==> src/core/rtcaot_pkg.sv <==
package rtcaot_pkg;
  // register addresses on the serial bus
  localparam logic [7:0] RTCAOT_CTRL_ADDR = 8'h07;
  localparam logic [7:0] RTCAOT_TRIM_ADDR = 8'h08;
  localparam logic [7:0] RTCAOT_ALM0_WKDAY_ADDR = 8'h0d;
  localparam logic [7:0] RTCAOT_ALM1_WKDAY_ADDR = 8'h14;
  // reset values
  localparam logic [7:0] RTCAOT_CTRL_RESET = 8'h80;
  localparam logic [7:0] RTCAOT_TRIM_RESET = 8'h00;
  localparam logic [7:0] RTCAOT_WKDAY_RESET = 8'h00;
  // clock_output_control field positions
  localparam int RTCAOT_CTRL_GPO_LEVEL = 7;
  localparam int RTCAOT_CTRL_SQW_EN = 6;
  localparam int RTCAOT_CTRL_ALM1_EN = 5;
  localparam int RTCAOT_CTRL_ALM0_EN = 4;
  localparam int RTCAOT_CTRL_EXT_CLK = 3;
  localparam int RTCAOT_CTRL_COARSE = 2;
  localparam int RTCAOT_CTRL_FS_HI = 1;
  localparam int RTCAOT_CTRL_FS_LO = 0;
  // alarm weekday/config field positions
  localparam int RTCAOT_WK_POL = 7;
  localparam int RTCAOT_WK_FLAG = 3;
  // oscillator_trim field positions
  localparam int RTCAOT_TRIM_SIGN = 7;
  // square wave frequency select codes
  localparam logic [1:0] RTCAOT_FS_1HZ = 2'h0;
  localparam logic [1:0] RTCAOT_FS_4K = 2'h1;
  localparam logic [1:0] RTCAOT_FS_8K = 2'h2;
  localparam logic [1:0] RTCAOT_FS_32K = 2'h3;
  // prescaler taps for each divided square wave rate
  localparam int RTCAOT_TAP_1HZ = 14;
  localparam int RTCAOT_TAP_4K = 2;
  localparam int RTCAOT_TAP_8K = 1;
  localparam int RTCAOT_TAP_64HZ = 8;
  // oscillator timing
  localparam int RTCAOT_OSC_HZ = 32768;
  localparam int RTCAOT_SEC_PER_MIN = 60;
  localparam int RTCAOT_COARSE_HZ = 128;
  localparam logic [14:0] RTCAOT_PRESC_MAX = 15'(RTCAOT_OSC_HZ - 1);
  localparam logic [5:0] RTCAOT_SEC_MAX = 6'(RTCAOT_SEC_PER_MIN - 1);
  localparam logic [14:0] RTCAOT_COARSE_MASK = 15'(RTCAOT_OSC_HZ / RTCAOT_COARSE_HZ - 1);
  // serial bus slave phases, one-hot
  typedef enum logic [5:0] {
    RTCAOT_BUS_IDLE = 6'h01,
    RTCAOT_BUS_ADDR = 6'h02,
    RTCAOT_BUS_ACK = 6'h04,
    RTCAOT_BUS_WRITE = 6'h08,
    RTCAOT_BUS_READ = 6'h10,
    RTCAOT_BUS_RACK = 6'h20
  } rtcaot_bus_e;
endpackage

==> src/core/rtcaot_core.sv <==
`timescale 1ns/100ps
// Contract
// - enabled alarms drive pin when square wave off
// - alarm output works on backup supply
// - one alarm, polarity 1: pin equals flag
// - one alarm, polarity 0: pin inverts flag
// - both alarms, polarity 1: pin ORs flags
// - both alarms, polarity 0: pin NANDs flags
// - nothing enabled: pin follows output level bit
// - no general purpose output on backup
// - normal trim applied once per minute
// - sign 1 adds counts, 0 subtracts
// - adjustment is twice the trim value
// - zero trim value means no trimming
// - coarse trim applies 128 times per second
// - trimming continues on backup supply
// - trimming repeats automatically after trim write
// - square wave wins, then alarms, then output
// - flags not software settable; config write clears
// - coarse plus square wave gives 64 Hz
module rtcaot_core
  import rtcaot_pkg::*;
#(
  parameter logic [6:0] BUS_DEV_ADDR = 7'h2a // arbitrary default slave address
) (
  input wire logic mclk_in,
  input wire logic rstn_in,
  input wire logic scl_in,
  input wire logic sda_in,
  input wire logic osc_in,
  input wire logic on_backup_in,
  input wire logic alarm0_match_in,
  input wire logic alarm1_match_in,
  output logic sda_out,
  output logic sda_oe_out,
  output logic multi_function_pin_out,
  output logic multi_function_pin_oe_out,
  output logic external_clock_input_enable_out,
  output logic second_tick_out
);
  typedef struct packed {
    rtcaot_bus_e phase; // serial slave phase
    logic [2:0] bitcnt; // bits seen in the current byte
    logic byte_done; // eighth bit has been clocked
    logic [7:0] shreg; // serial shift register
    logic [7:0] ptr; // register pointer
    logic ptr_phase; // next written byte is the pointer
    logic rw; // current transfer is a read
    logic sda_oe; // pulling the data line low
    logic scl_q; // previous settled clock line
    logic sda_q; // previous settled data line
    logic osc_q; // previous settled oscillator
    logic [7:0] ctrl; // clock_output_control
    logic [7:0] trim; // oscillator_trim
    logic [5:0] wk0; // alarm0 mask and weekday bits
    logic [5:0] wk1; // alarm1 mask and weekday bits
    logic pol; // alarm_output_polarity, shared
    logic flag0; // alarm0_match_flag
    logic flag1; // alarm1_match_flag
    logic mfp_oe; // multi-function pin pull-down
  } rtcaot_core_s;

  localparam rtcaot_core_s RTCAOT_CORE_RESET = '{
    phase: RTCAOT_BUS_IDLE, ctrl: RTCAOT_CTRL_RESET, trim: RTCAOT_TRIM_RESET,
    wk0: RTCAOT_WKDAY_RESET[5:0], wk1: RTCAOT_WKDAY_RESET[5:0], default: '0};

  rtcaot_core_s s_r;
  rtcaot_core_s s_nxt;
  logic [3:0] pins_s; // settled scl, sda, osc, backup
  logic scl_s;
  logic sda_s;
  logic osc_s;
  logic backup_s;
  logic scl_rise;
  logic scl_fall;
  logic bus_start;
  logic bus_stop;
  logic osc_tick;
  logic [14:0] presc;
  logic trim_busy;
  logic sqw_en;
  logic alm0_en;
  logic alm1_en;
  logic sqw_level;
  logic wr_en;
  logic [7:0] wr_addr;
  logic [7:0] wr_data;
  logic clr0;
  logic clr1;
  logic [7:0] rd_data;
  logic pin_level;

  // register read decode, used for every byte sent
  function automatic logic [7:0] reg_read(input logic [7:0] a, input rtcaot_core_s s);
    logic [7:0] d;
    d = 8'h00;
    unique case (a)
      RTCAOT_CTRL_ADDR: d = s.ctrl;
      RTCAOT_TRIM_ADDR: d = s.trim;
      RTCAOT_ALM0_WKDAY_ADDR: d = {s.pol, s.wk0[5:3], s.flag0, s.wk0[2:0]};
      RTCAOT_ALM1_WKDAY_ADDR: d = {s.pol, s.wk1[5:3], s.flag1, s.wk1[2:0]};
      default: d = 8'h00; // unmapped reads as zero
    endcase
    return d;
  endfunction

  // pins from outside the clock domain
  rtcaot_sync u_sync (
    .mclk_in(mclk_in),
    .rstn_in(rstn_in),
    .async_in({scl_in, sda_in, osc_in, on_backup_in}),
    .sync_out(pins_s)
  );

  assign scl_s = pins_s[3];
  assign sda_s = pins_s[2];
  assign osc_s = pins_s[1];
  assign backup_s = pins_s[0];
  assign scl_rise = scl_s && !s_r.scl_q;
  assign scl_fall = !scl_s && s_r.scl_q;
  assign bus_start = scl_s && s_r.scl_q && !sda_s && s_r.sda_q;
  assign bus_stop = scl_s && s_r.scl_q && sda_s && !s_r.sda_q;
  assign osc_tick = osc_s && !s_r.osc_q;
  assign sqw_en = s_r.ctrl[RTCAOT_CTRL_SQW_EN];
  assign alm0_en = s_r.ctrl[RTCAOT_CTRL_ALM0_EN];
  assign alm1_en = s_r.ctrl[RTCAOT_CTRL_ALM1_EN];
  assign rd_data = reg_read(s_r.ptr, s_r);

  // trimmed prescaler chain
  rtcaot_trim u_trim (
    .mclk_in(mclk_in),
    .rstn_in(rstn_in),
    .osc_tick_in(osc_tick),
    .trim_sign_in(s_r.trim[RTCAOT_TRIM_SIGN]),
    .trim_value_in(s_r.trim[6:0]),
    .coarse_in(s_r.ctrl[RTCAOT_CTRL_COARSE]),
    .prescaler_out(presc),
    .second_tick_out(second_tick_out),
    .trim_busy_out(trim_busy)
  );

  // square wave source from the trimmed chain, or the raw oscillator for the 32K code
  always_comb begin
    sqw_level = osc_s;
    if (s_r.ctrl[RTCAOT_CTRL_COARSE]) begin
      sqw_level = presc[RTCAOT_TAP_64HZ]; // trimmed 64 Hz
    end else begin
      unique case (s_r.ctrl[RTCAOT_CTRL_FS_HI:RTCAOT_CTRL_FS_LO])
        RTCAOT_FS_1HZ: sqw_level = presc[RTCAOT_TAP_1HZ];
        RTCAOT_FS_4K: sqw_level = presc[RTCAOT_TAP_4K];
        RTCAOT_FS_8K: sqw_level = presc[RTCAOT_TAP_8K];
        RTCAOT_FS_32K: sqw_level = osc_s; // untrimmed raw clock
      endcase
    end
  end

  // serial slave, register file, flags and pin
  always_comb begin
    s_nxt = s_r;
    wr_en = 1'b0;
    wr_addr = s_r.ptr;
    wr_data = s_r.shreg;
    clr0 = 1'b0;
    clr1 = 1'b0;
    pin_level = 1'b1;
    s_nxt.scl_q = scl_s;
    s_nxt.sda_q = sda_s;
    s_nxt.osc_q = osc_s;
    // count clock rises in every data-carrying phase
    if (scl_rise && (s_r.phase inside {RTCAOT_BUS_ADDR, RTCAOT_BUS_WRITE, RTCAOT_BUS_READ})) begin
      s_nxt.bitcnt = s_r.bitcnt + 3'h1;
      s_nxt.byte_done = (s_r.bitcnt == 3'h7);
      if (s_r.phase != RTCAOT_BUS_READ) begin
        s_nxt.shreg = {s_r.shreg[6:0], sda_s};
      end
    end
    unique case (s_r.phase)
      RTCAOT_BUS_IDLE: begin
        s_nxt.sda_oe = 1'b0;
      end
      RTCAOT_BUS_ADDR: begin
        if (scl_fall && s_r.byte_done) begin
          s_nxt.byte_done = 1'b0;
          if (s_r.shreg[7:1] == BUS_DEV_ADDR) begin
            s_nxt.sda_oe = 1'b1; // acknowledge our address
            s_nxt.rw = s_r.shreg[0];
            s_nxt.ptr_phase = !s_r.shreg[0];
            s_nxt.phase = RTCAOT_BUS_ACK;
          end else begin
            s_nxt.phase = RTCAOT_BUS_IDLE;
          end
        end
      end
      RTCAOT_BUS_ACK: begin
        if (scl_fall) begin
          if (s_r.rw) begin
            s_nxt.shreg = rd_data; // load and present the first bit
            s_nxt.sda_oe = !rd_data[7];
            s_nxt.ptr = s_r.ptr + 8'h01;
            s_nxt.phase = RTCAOT_BUS_READ;
          end else begin
            s_nxt.sda_oe = 1'b0;
            s_nxt.phase = RTCAOT_BUS_WRITE;
          end
        end
      end
      RTCAOT_BUS_WRITE: begin
        if (scl_fall && s_r.byte_done) begin
          s_nxt.byte_done = 1'b0;
          s_nxt.sda_oe = 1'b1;
          s_nxt.phase = RTCAOT_BUS_ACK;
          if (s_r.ptr_phase) begin
            s_nxt.ptr = s_r.shreg; // first byte sets the pointer
            s_nxt.ptr_phase = 1'b0;
          end else begin
            wr_en = 1'b1;
            s_nxt.ptr = s_r.ptr + 8'h01;
          end
        end
      end
      RTCAOT_BUS_READ: begin
        if (scl_fall) begin
          if (s_r.byte_done) begin
            s_nxt.byte_done = 1'b0;
            s_nxt.sda_oe = 1'b0; // let the master acknowledge
            s_nxt.phase = RTCAOT_BUS_RACK;
          end else begin
            s_nxt.shreg = {s_r.shreg[6:0], 1'b0};
            s_nxt.sda_oe = !s_r.shreg[6];
          end
        end
      end
      RTCAOT_BUS_RACK: begin
        if (scl_rise) begin
          s_nxt.phase = sda_s ? RTCAOT_BUS_IDLE : RTCAOT_BUS_ACK; // not acked ends the read
        end
      end
      default: begin
        s_nxt.phase = RTCAOT_BUS_IDLE;
        s_nxt.sda_oe = 1'b0;
      end
    endcase
    // start and stop override any phase
    if (bus_start) begin
      s_nxt.phase = RTCAOT_BUS_ADDR;
      s_nxt.bitcnt = 3'h0;
      s_nxt.byte_done = 1'b0;
      s_nxt.sda_oe = 1'b0;
    end else if (bus_stop) begin
      s_nxt.phase = RTCAOT_BUS_IDLE;
      s_nxt.sda_oe = 1'b0;
    end
    // the bus is not served from the backup supply
    if (backup_s) begin
      s_nxt.phase = RTCAOT_BUS_IDLE;
      s_nxt.sda_oe = 1'b0;
      wr_en = 1'b0;
    end
    // register writes
    if (wr_en) begin
      unique case (wr_addr)
        RTCAOT_CTRL_ADDR: s_nxt.ctrl = wr_data;
        RTCAOT_TRIM_ADDR: s_nxt.trim = wr_data;
        RTCAOT_ALM0_WKDAY_ADDR: begin
          s_nxt.pol = wr_data[RTCAOT_WK_POL];
          s_nxt.wk0 = {wr_data[6:4], wr_data[2:0]};
          clr0 = 1'b1;
        end
        RTCAOT_ALM1_WKDAY_ADDR: begin
          s_nxt.pol = wr_data[RTCAOT_WK_POL];
          s_nxt.wk1 = {wr_data[6:4], wr_data[2:0]};
          clr1 = 1'b1;
        end
        default: ; // unmapped writes are dropped
      endcase
    end
    // flags: only hardware sets, a config write clears, a match wins
    s_nxt.flag0 = alarm0_match_in || (s_r.flag0 && !clr0);
    s_nxt.flag1 = alarm1_match_in || (s_r.flag1 && !clr1);
    // output mode priority
    if (sqw_en) begin
      pin_level = backup_s ? 1'b1 : sqw_level;
    end else if (alm0_en && alm1_en) begin
      // combined alarms, also on backup
      pin_level = s_r.pol ? (s_r.flag0 || s_r.flag1) : !(s_r.flag0 && s_r.flag1);
    end else if (alm0_en || alm1_en) begin
      // single alarm
      pin_level = (alm0_en ? s_r.flag0 : s_r.flag1) ~^ s_r.pol;
    end else begin
      pin_level = backup_s ? 1'b1 : s_r.ctrl[RTCAOT_CTRL_GPO_LEVEL];
    end
    s_nxt.mfp_oe = !pin_level; // pull low for zero, release for one
  end

  // state register
  always_ff @(posedge mclk_in or negedge rstn_in) begin
    if (!rstn_in) begin
      s_r <= RTCAOT_CORE_RESET;
    end else begin
      s_r <= s_nxt;
    end
  end

  assign sda_out = 1'b0;
  assign sda_oe_out = s_r.sda_oe;
  assign multi_function_pin_out = 1'b0;
  assign multi_function_pin_oe_out = s_r.mfp_oe;
  assign external_clock_input_enable_out = s_r.ctrl[RTCAOT_CTRL_EXT_CLK];
endmodule

==> src/core/rtcaot_sync.sv <==
`timescale 1ns/100ps
// two-flop synchroniser for the asynchronous pins
module rtcaot_sync
  import rtcaot_pkg::*;
(
  input wire logic mclk_in,
  input wire logic rstn_in,
  input wire logic [3:0] async_in,
  output logic [3:0] sync_out
);
  typedef struct packed {
    logic [3:0] first; // metastability catcher, read only by second
    logic [3:0] second; // settled copy
  } rtcaot_sync_s;
  rtcaot_sync_s s_r;
  rtcaot_sync_s s_nxt;

  // shift the pins through two stages
  always_comb begin
    s_nxt = s_r;
    s_nxt.first = async_in;
    s_nxt.second = s_r.first;
  end

  // state register
  always_ff @(posedge mclk_in or negedge rstn_in) begin
    if (!rstn_in) begin
      s_r <= '{first: 4'h0, second: 4'h0};
    end else begin
      s_r <= s_nxt;
    end
  end

  assign sync_out = s_r.second;
endmodule

==> src/core/rtcaot_trim.sv <==
`timescale 1ns/100ps
// trimmed prescaler chain: adds or swallows oscillator counts
module rtcaot_trim
  import rtcaot_pkg::*;
(
  input wire logic mclk_in,
  input wire logic rstn_in,
  input wire logic osc_tick_in,
  input wire logic trim_sign_in,
  input wire logic [6:0] trim_value_in,
  input wire logic coarse_in,
  output logic [14:0] prescaler_out,
  output logic second_tick_out,
  output logic trim_busy_out
);
  typedef struct packed {
    logic [14:0] presc; // oscillator count within the second
    logic [5:0] sec; // seconds within the minute
    logic [7:0] pend; // counts still to add or swallow
    logic add; // direction of the pending correction
    logic tick; // second boundary pulse
  } rtcaot_trim_s;
  rtcaot_trim_s s_r;
  rtcaot_trim_s s_nxt;
  logic inc;
  logic wrap;
  logic min_wrap;
  logic trim_event;

  // count, correct and schedule the next correction
  always_comb begin
    s_nxt = s_r;
    s_nxt.tick = 1'b0;
    inc = osc_tick_in;
    // corrections step the chain by one count at a time, so no second is skipped
    if (s_r.pend != 8'h00) begin
      if (!s_r.add && osc_tick_in) begin
        inc = 1'b0; // swallow an oscillator count
        s_nxt.pend = s_r.pend - 8'h01;
      end else if (s_r.add && !osc_tick_in) begin
        inc = 1'b1; // insert an extra count between oscillator edges
        s_nxt.pend = s_r.pend - 8'h01;
      end
    end
    wrap = inc && (s_r.presc == RTCAOT_PRESC_MAX);
    min_wrap = wrap && (s_r.sec == RTCAOT_SEC_MAX);
    if (inc) begin
      s_nxt.presc = s_r.presc + 15'h0001;
    end
    if (wrap) begin
      s_nxt.tick = 1'b1;
      s_nxt.sec = min_wrap ? 6'h00 : s_r.sec + 6'h01;
    end
    // once a minute, or at 128 Hz in coarse mode
    trim_event = coarse_in ? (inc && ((s_r.presc & RTCAOT_COARSE_MASK) == RTCAOT_COARSE_MASK)) : min_wrap;
    // a zero code loads nothing; each step is two counts
    if (trim_event && (s_r.pend == 8'h00) && (trim_value_in != 7'h00)) begin
      s_nxt.pend = {trim_value_in, 1'b0};
      s_nxt.add = trim_sign_in;
    end
  end

  // state register; trimming runs on either supply
  always_ff @(posedge mclk_in or negedge rstn_in) begin
    if (!rstn_in) begin
      s_r <= '{presc: 15'h0000, sec: 6'h00, pend: 8'h00, add: 1'b0, tick: 1'b0};
    end else begin
      s_r <= s_nxt;
    end
  end

  assign prescaler_out = s_r.presc;
  assign second_tick_out = s_r.tick;
  assign trim_busy_out = (s_r.pend != 8'h00);
endmodule

==> config.mk <==
export PLATFORM = sky130hd
export DESIGN_NAME = rtcaot_core
export DESIGN_NICKNAME = d
export VERILOG_FILES = /design/src/core/rtcaot_pkg.sv /design/src/core/rtcaot_core.sv /design/src/core/rtcaot_sync.sv /design/src/core/rtcaot_trim.sv
export SDC_FILE = /design/constraint.sdc
export NUM_CORES = 1
export LEC_CHECK = 0
export BUFFER_PORTS_ARGS = -buffer_cell sky130_fd_sc_hd__buf_2
export CAP_MARGIN = 20
export CORE_MARGIN = 3
export CORE_UTILIZATION = 41
export CTS_CLUSTER_SIZE = 8
export DETAILED_ROUTE_END_ITERATION = 12
export HOLD_SLACK_MARGIN = 0.02
export SLEW_MARGIN = 0
export SYNTH_ARGS = -nofsm -noshare
export SYNTH_HDL_FRONTEND = slang
export SYNTH_SLANG_ARGS = --single-unit
==> constraint.sdc <==
create_clock -name mclk_in -period 3 [get_ports mclk_in]
set_clock_uncertainty 0.05 [all_clocks]
set_input_delay 0.6 -clock mclk_in [delete_from_list [all_inputs] [get_ports mclk_in]]
set_output_delay 0.6 -clock mclk_in [all_outputs]
set_load 0.01 [all_outputs]
[Word-level counts from Yosys, hierarchy flattened]
Index checks and enable logic that the tools add are counted.
Word-level totals
  register bits after elaboration: 103
  input port bits: 8
Cells by class
  reductions and logical operators: 62
  $add $sub $neg: 5
  bitwise gates (word level): 1
  eq/ne operators: 33
  mux-type cells: 67
Operators with widths (count)
  $mux W6: 10
  $mux W8: 6
  $pmux W6 S6: 1
  $mux W16: 2
  $pmux W8 S2: 2
  $pmux W8 S4: 1
  $mux W1: 31
  $mux W9: 3
  $logic_and A1 B1 Y1: 21
  $ne A5 B4 Y1 const B: 4
  $eq A8 B4 Y1 const B: 2
  $add A15 B1 Y15 const B: 1
  $eq A15 B15 Y1 const B: 1
  $ne A5 B3 Y1 const B: 3
  $logic_not A1 Y1: 14
  $eq A6 B6 Y1 const B: 2
  $mux W12: 1
  $mux W3: 4
  $reduce_and A2 Y1: 6
  $add A8 B1 Y8 const B: 1
  $eq A8 B3 Y1 const B: 1
  $eq A8 B5 Y1 const B: 1
  $eq A8 B8 Y1 const B: 1
  $logic_not A8 Y1: 1
  33 further kinds: 48

[Logic depth before layout (Yosys ltp)]
  depth after elaboration: 14
  gate-level depth with buffers: 9
  gate-level depth less buffers: 7

[Cells and area by module]
Synthesis repeated with hierarchy kept, for this count alone.
Second synthesis, totals
  cell total of the unflattened synthesis: 542
  area total of the unflattened synthesis: 5815.6 µm²
By module, submodules not included
  rtcaot_core: seq. area each 1604.0 µm², area each 3878.7 µm², cells an instance 367, times used 1
  rtcaot_trim: seq. area each 775.7 µm², area each 1736.7 µm², cells an instance 167, times used 1
  rtcaot_sync: seq. area each 200.2 µm², area each 200.2 µm², cells an instance 8, times used 1

[Worst setup path after synthesis]
OpenSTA, ideal clock, no wires.
  kind: register -> register
  from: register u_trim.s_r[5] (netlist name)
  to: register u_trim.s_r[1] (netlist name)
  path slack: 0.631 ns
  path buffers: 2
  stages on the path, launching flop included: 8
  clock period less this slack: 2.369 ns
  arrival: 2.194 ns
  path through: dfrtp_1 or4_1 nor4_1 or2_2 buf_2 o211a_1 buf_4 mux2_2
Between the ends
  cells in the longest elaborated chain, start to end: 7
  elaborated cells on any way between the ends: 9
Ends and longest elaborated chain
  start: declaration: line rtcaot_trim.sv:23  | rtcaot_trim_s s_r;
  start signal: assignment: line rtcaot_trim.sv:66  | s_r <= '{presc: 15'h0000, sec: 6'h00, pend: 8'h00, add: 1'b0, tick: 1'b0};
  start signal: assignment: line rtcaot_trim.sv:68  | s_r <= s_nxt;
  $reduce_bool A8 Y1
  $mux W1: line rtcaot_trim.sv:36  | if (s_r.pend != 8'h00) begin
  $logic_and A1 B1 Y1: line rtcaot_trim.sv:45  | wrap = inc && (s_r.presc == RTCAOT_PRESC_MAX);
  $logic_and A1 B1 Y1: line rtcaot_trim.sv:46  | min_wrap = wrap && (s_r.sec == RTCAOT_SEC_MAX);
  $mux W1: line rtcaot_trim.sv:55  | trim_event = coarse_in ? (inc && ((s_r.presc & RTCAOT_COARSE_MASK) == RTCAOT_COARSE_MASK)) : min_wrap;
  $logic_and A1 B1 Y1 * (2 in a row): line rtcaot_trim.sv:57  | if (trim_event && (s_r.pend == 8'h00) && (trim_value_in != 7'h00)) begin
Mark *: on every way between the ends. The rest lies on a longest branch, timed or not.
A chain may end at the register's enable or synchronous reset.

[Worst setup path in the final report]
  from: register u_trim.s_r[4] (netlist name)
  to: register u_trim.s_r[3] (netlist name)
Between the ends
  cells in the longest elaborated chain, start to end: 9
  elaborated cells on any way between the ends: 13
Ends and longest elaborated chain (line)
  $reduce_bool A8 Y1
  $mux W1: rtcaot_trim.sv:36
  $logic_and A1 B1 Y1: rtcaot_trim.sv:45
  $logic_and A1 B1 Y1: rtcaot_trim.sv:46
  $mux W1: rtcaot_trim.sv:55
  $logic_and A1 B1 Y1 (2 in a row): rtcaot_trim.sv:57
  $reduce_bool A3 Y1 (no source line) or $reduce_bool A2 Y1 (tied branches)
  $reduce_and A2 Y1 (no source line)
Parallel ways exist; a longest one is shown, timed or not.

==> run summary <==
Post-synth EDFFs: 0
GRT Max-Usage Layer: met1
CTS tree: yes
Sw Pwr: 647 uW
CP Data Arrival Time: 2.78 ns
Crit-path max FO: 9
Total track usage: 18.0%
Highest clock rate: 0.386 GHz
Netlist cell types: 73
GP Congestion: 0.844
# rows: 41
Final setup vio count: 0
Layout area overhead: 9.47%
Initial antenna violation count: 0
Mapped Area: 5480 sq um
Syn. warnings: 0
Total clock sinks: 103
Top FF cell, synth: dfrtp_1
Vias in the first global route: 3963
DR iter-0 viols: 423
Ports: 14
Htree depth: 3
Logic pwr share: 4.7%
First-pass GRT wire length: 21.0 mm
Seq pwr share: 53.1%
Final Max Tran Viols: 0
Sw Ratio: 23.0%
Crit path launch type: register
Vias: 4057
Critical Path RT: 3.19 ns
Mapped Cells: 507
Internal: 2.16 mW
Die area: 14800 sq um
Hold_ws: 0.280 ns
FFs w/ async S/R, synth: 100%
Global Route met2 Usage: 26.6%
Max Buffers Root-to-Sink: 2
Starting density of the core: 42.7%
Pin count of the biggest net entering global routing: 63
Die Ht: 122 um
RSZ-0062 raised after global routing: false
Synth Register Bits: 103
Crit Path Class: reg -> reg
Residual DRC: 0
VDD IR-drop max: 0.415 mV
Post_cts resized: 0
Sequential fraction of the synthesis area: 47.1%
DRT antenna net count: 0
Critical path origin: u_trim.s_r[4]
Fill cells: 1205
Rel. slew slack: 41.9%
Least-Margin Pin Slew: 0.872 ns
CP endpoint kind: register
Core ar.: 12800 sq um
Hold buffers post-CTS: 0
Nets: 531
Number of diodes: 0
Final Hold Viols: 0
Worst hold path type: in -> async
Clock power frac: 42.2%
CTS buffer count: 9
Routing usage on met1: 26.9%
Max Cap Violations: 0
DP HPWL: 8.82 mm
Final Cycle Share: 86.4%
Drt pass-1 iters: 5
WL/cell: 18.1 um
Setup TNS: 0 ns
Multi-input logic area: 2690 sq um
Syn avg cell area: 10.8 sq um
Register Area: 2580 sq um
Met3 usage: 4.18%
Final WL: 12.5 mm
Grt ovf: 0
IO Port Bufs: 11
Minimum clock period: 2.59 ns
Drt via density: 5.88
Leakage: 2.68 nW
Root Driver: clkbuf_16
Fraction of layout cells with a size suffix above 1: 16.6%
Reg-to-Reg Start: u_trim.s_r[4]
Clock Latency Late Sink: 0.35 ns
Status: finished, final reports clean
Worst-path clk slew: 0.07 ns
Floorplan die width: 122 um
Power Dens Cells: 469 nW/um^2
Post-CTS Setup Inserts: 0
final timing paths:
kind	end	slack [ns]	cells past startpoint
setup / recovery	u_trim.s_r[3]	0.41	5
hold / removal	u_sync.s_nxt[0]	0.28	1
setup reg to reg	u_trim.s_r[3]	0.41	5
hold reg to reg	u_sync.sync_out[3]	0.30	0
max in group asynchronous	u_trim.s_r[6]	1.96	2
min in group mclk_in	u_sync.sync_out[3]	0.30	0
stage by stage:
| step | worst slack [ns] | cell area (sq um) | cells | power [mW] | util, % |
|---|---|---|---|---|---|
| 2_1_floorplan | 0.631 | 5480 | 508 | 1.59 | - |
| 3_3_place_gp | 0.518 | 5700 | 675 | 1.65 | 44.4 |
| 3_5_place_dp | 0.439 | 5700 | 675 | 1.66 | 44.4 |
| 4_1_cts | 0.430 | 6000 | 690 | 2.85 | 46.8 |
| 5_1_grt | 0.250 | 6000 | 690 | 2.93 | 46.8 |
| 6_report | 0.407 | 6000 | 690 | 2.81 | 46.8 |
synth_stat cells, types with 8 or more instances:
| cell | instances | share of area (%) |
|---|---|---|
| xor2_1 | 8 | 1.3 |
| ha_1 | 9 | 2.1 |
| nor4_1 | 8 | 0.91 |
| clkbuf_1 | 13 | 0.89 |
| nor2_1 | 26 | 1.8 |
| a22oi_1 | 8 | 1.1 |
| dfrtp_1 | 101 | 46 |
| nand4_1 | 8 | 0.91 |
| nand2_1 | 18 | 1.2 |
| mux2_2 | 36 | 7.4 |
| a21oi_1 | 19 | 1.7 |
| o21ai_0 | 17 | 1.6 |
| nand3_1 | 21 | 1.9 |
| xnor2_1 | 19 | 3.0 |
| a21o_1 | 8 | 1.1 |
| and3_1 | 16 | 1.8 |
| nor3_1 | 8 | 0.73 |
| inv_1 | 18 | 1.2 |
| mux2i_1 | 11 | 2.0 |
cells in the final DEF, fill, tap and decap left out, types with 11 or more instances in the layout:
cell	count
dfrtp_1	101
mux2_2	36
nor2_1	26
nand3_1	21
a21oi_1	19
xnor2_1	19
inv_1	18
nand2_1	18
o21ai_0	17
and3_1	16
mux2i_1	11
worst max-delay path: stages (launching register included):
cell and delay, ns:
dfrtp_1 0.43, or4_1 0.61, nor4_1 0.39, or2_2 0.28, o211a_1 0.34, mux2_2 0.37
layout make-up:
cell class,count,area share [%]
sequential,103,43.0
inverter,18,1.13
tap,172,3.59
timing repair buffer,21,2.42
clock inverter,4,0.938
multi-input combinational,361,44.9
clock buffer,11,4.05
kinds of logic (layout without fill, tap and decap cells):
family                   Yosys count  count (layout)  synth area share [%]
AND/OR/NAND/NOR                  155             155                  16.6
AO/OA/AOI/OAI                    118             118                  15.5
flip-flops                       103             103                  47.1
multiplexers                      50              50                  10.5
buffers and inverters             44              54                  3.86
XOR/XNOR                          27              27                  4.32
adder cells (fa/ha/maj)            9               9                  2.05
other                              1               2                0.0684
power groups by stage:
stage / clock (mW) / sequential [mW] / combinational (mW)
floorplan: 0 / 1.50 / 0.0852
global placement: 0 / 1.52 / 0.131
detailed placement: 0 / 1.52 / 0.134
CTS: 1.22 / 1.49 / 0.136
global route: 1.27 / 1.50 / 0.155
finish: 1.19 / 1.49 / 0.132
routing by layer:
layer | routed length [um] | up-vias
met5 | 0 | -
li1 | - | 1921
met3 | 557 | 12
met4 | 119 | 0
met1 | 6230 | 2034
met2 | 5550 | 90
sequential cells by signal, indices dropped and copies added (netlist names):
name,count
alm0_en,1
u_sync.sync_out,4
sda_oe_out,1
alm1_en,1
multi_function_pin_oe_out,1
s_r,43
u_trim.second_tick_out,1
u_trim.prescaler_out,15
external_clock_input_enable_out,1
wr_data,8
wr_addr,8
u_trim.s_r,15
u_sync.s_nxt,4
No activity file was read; power rests on OpenSTA's default activity.
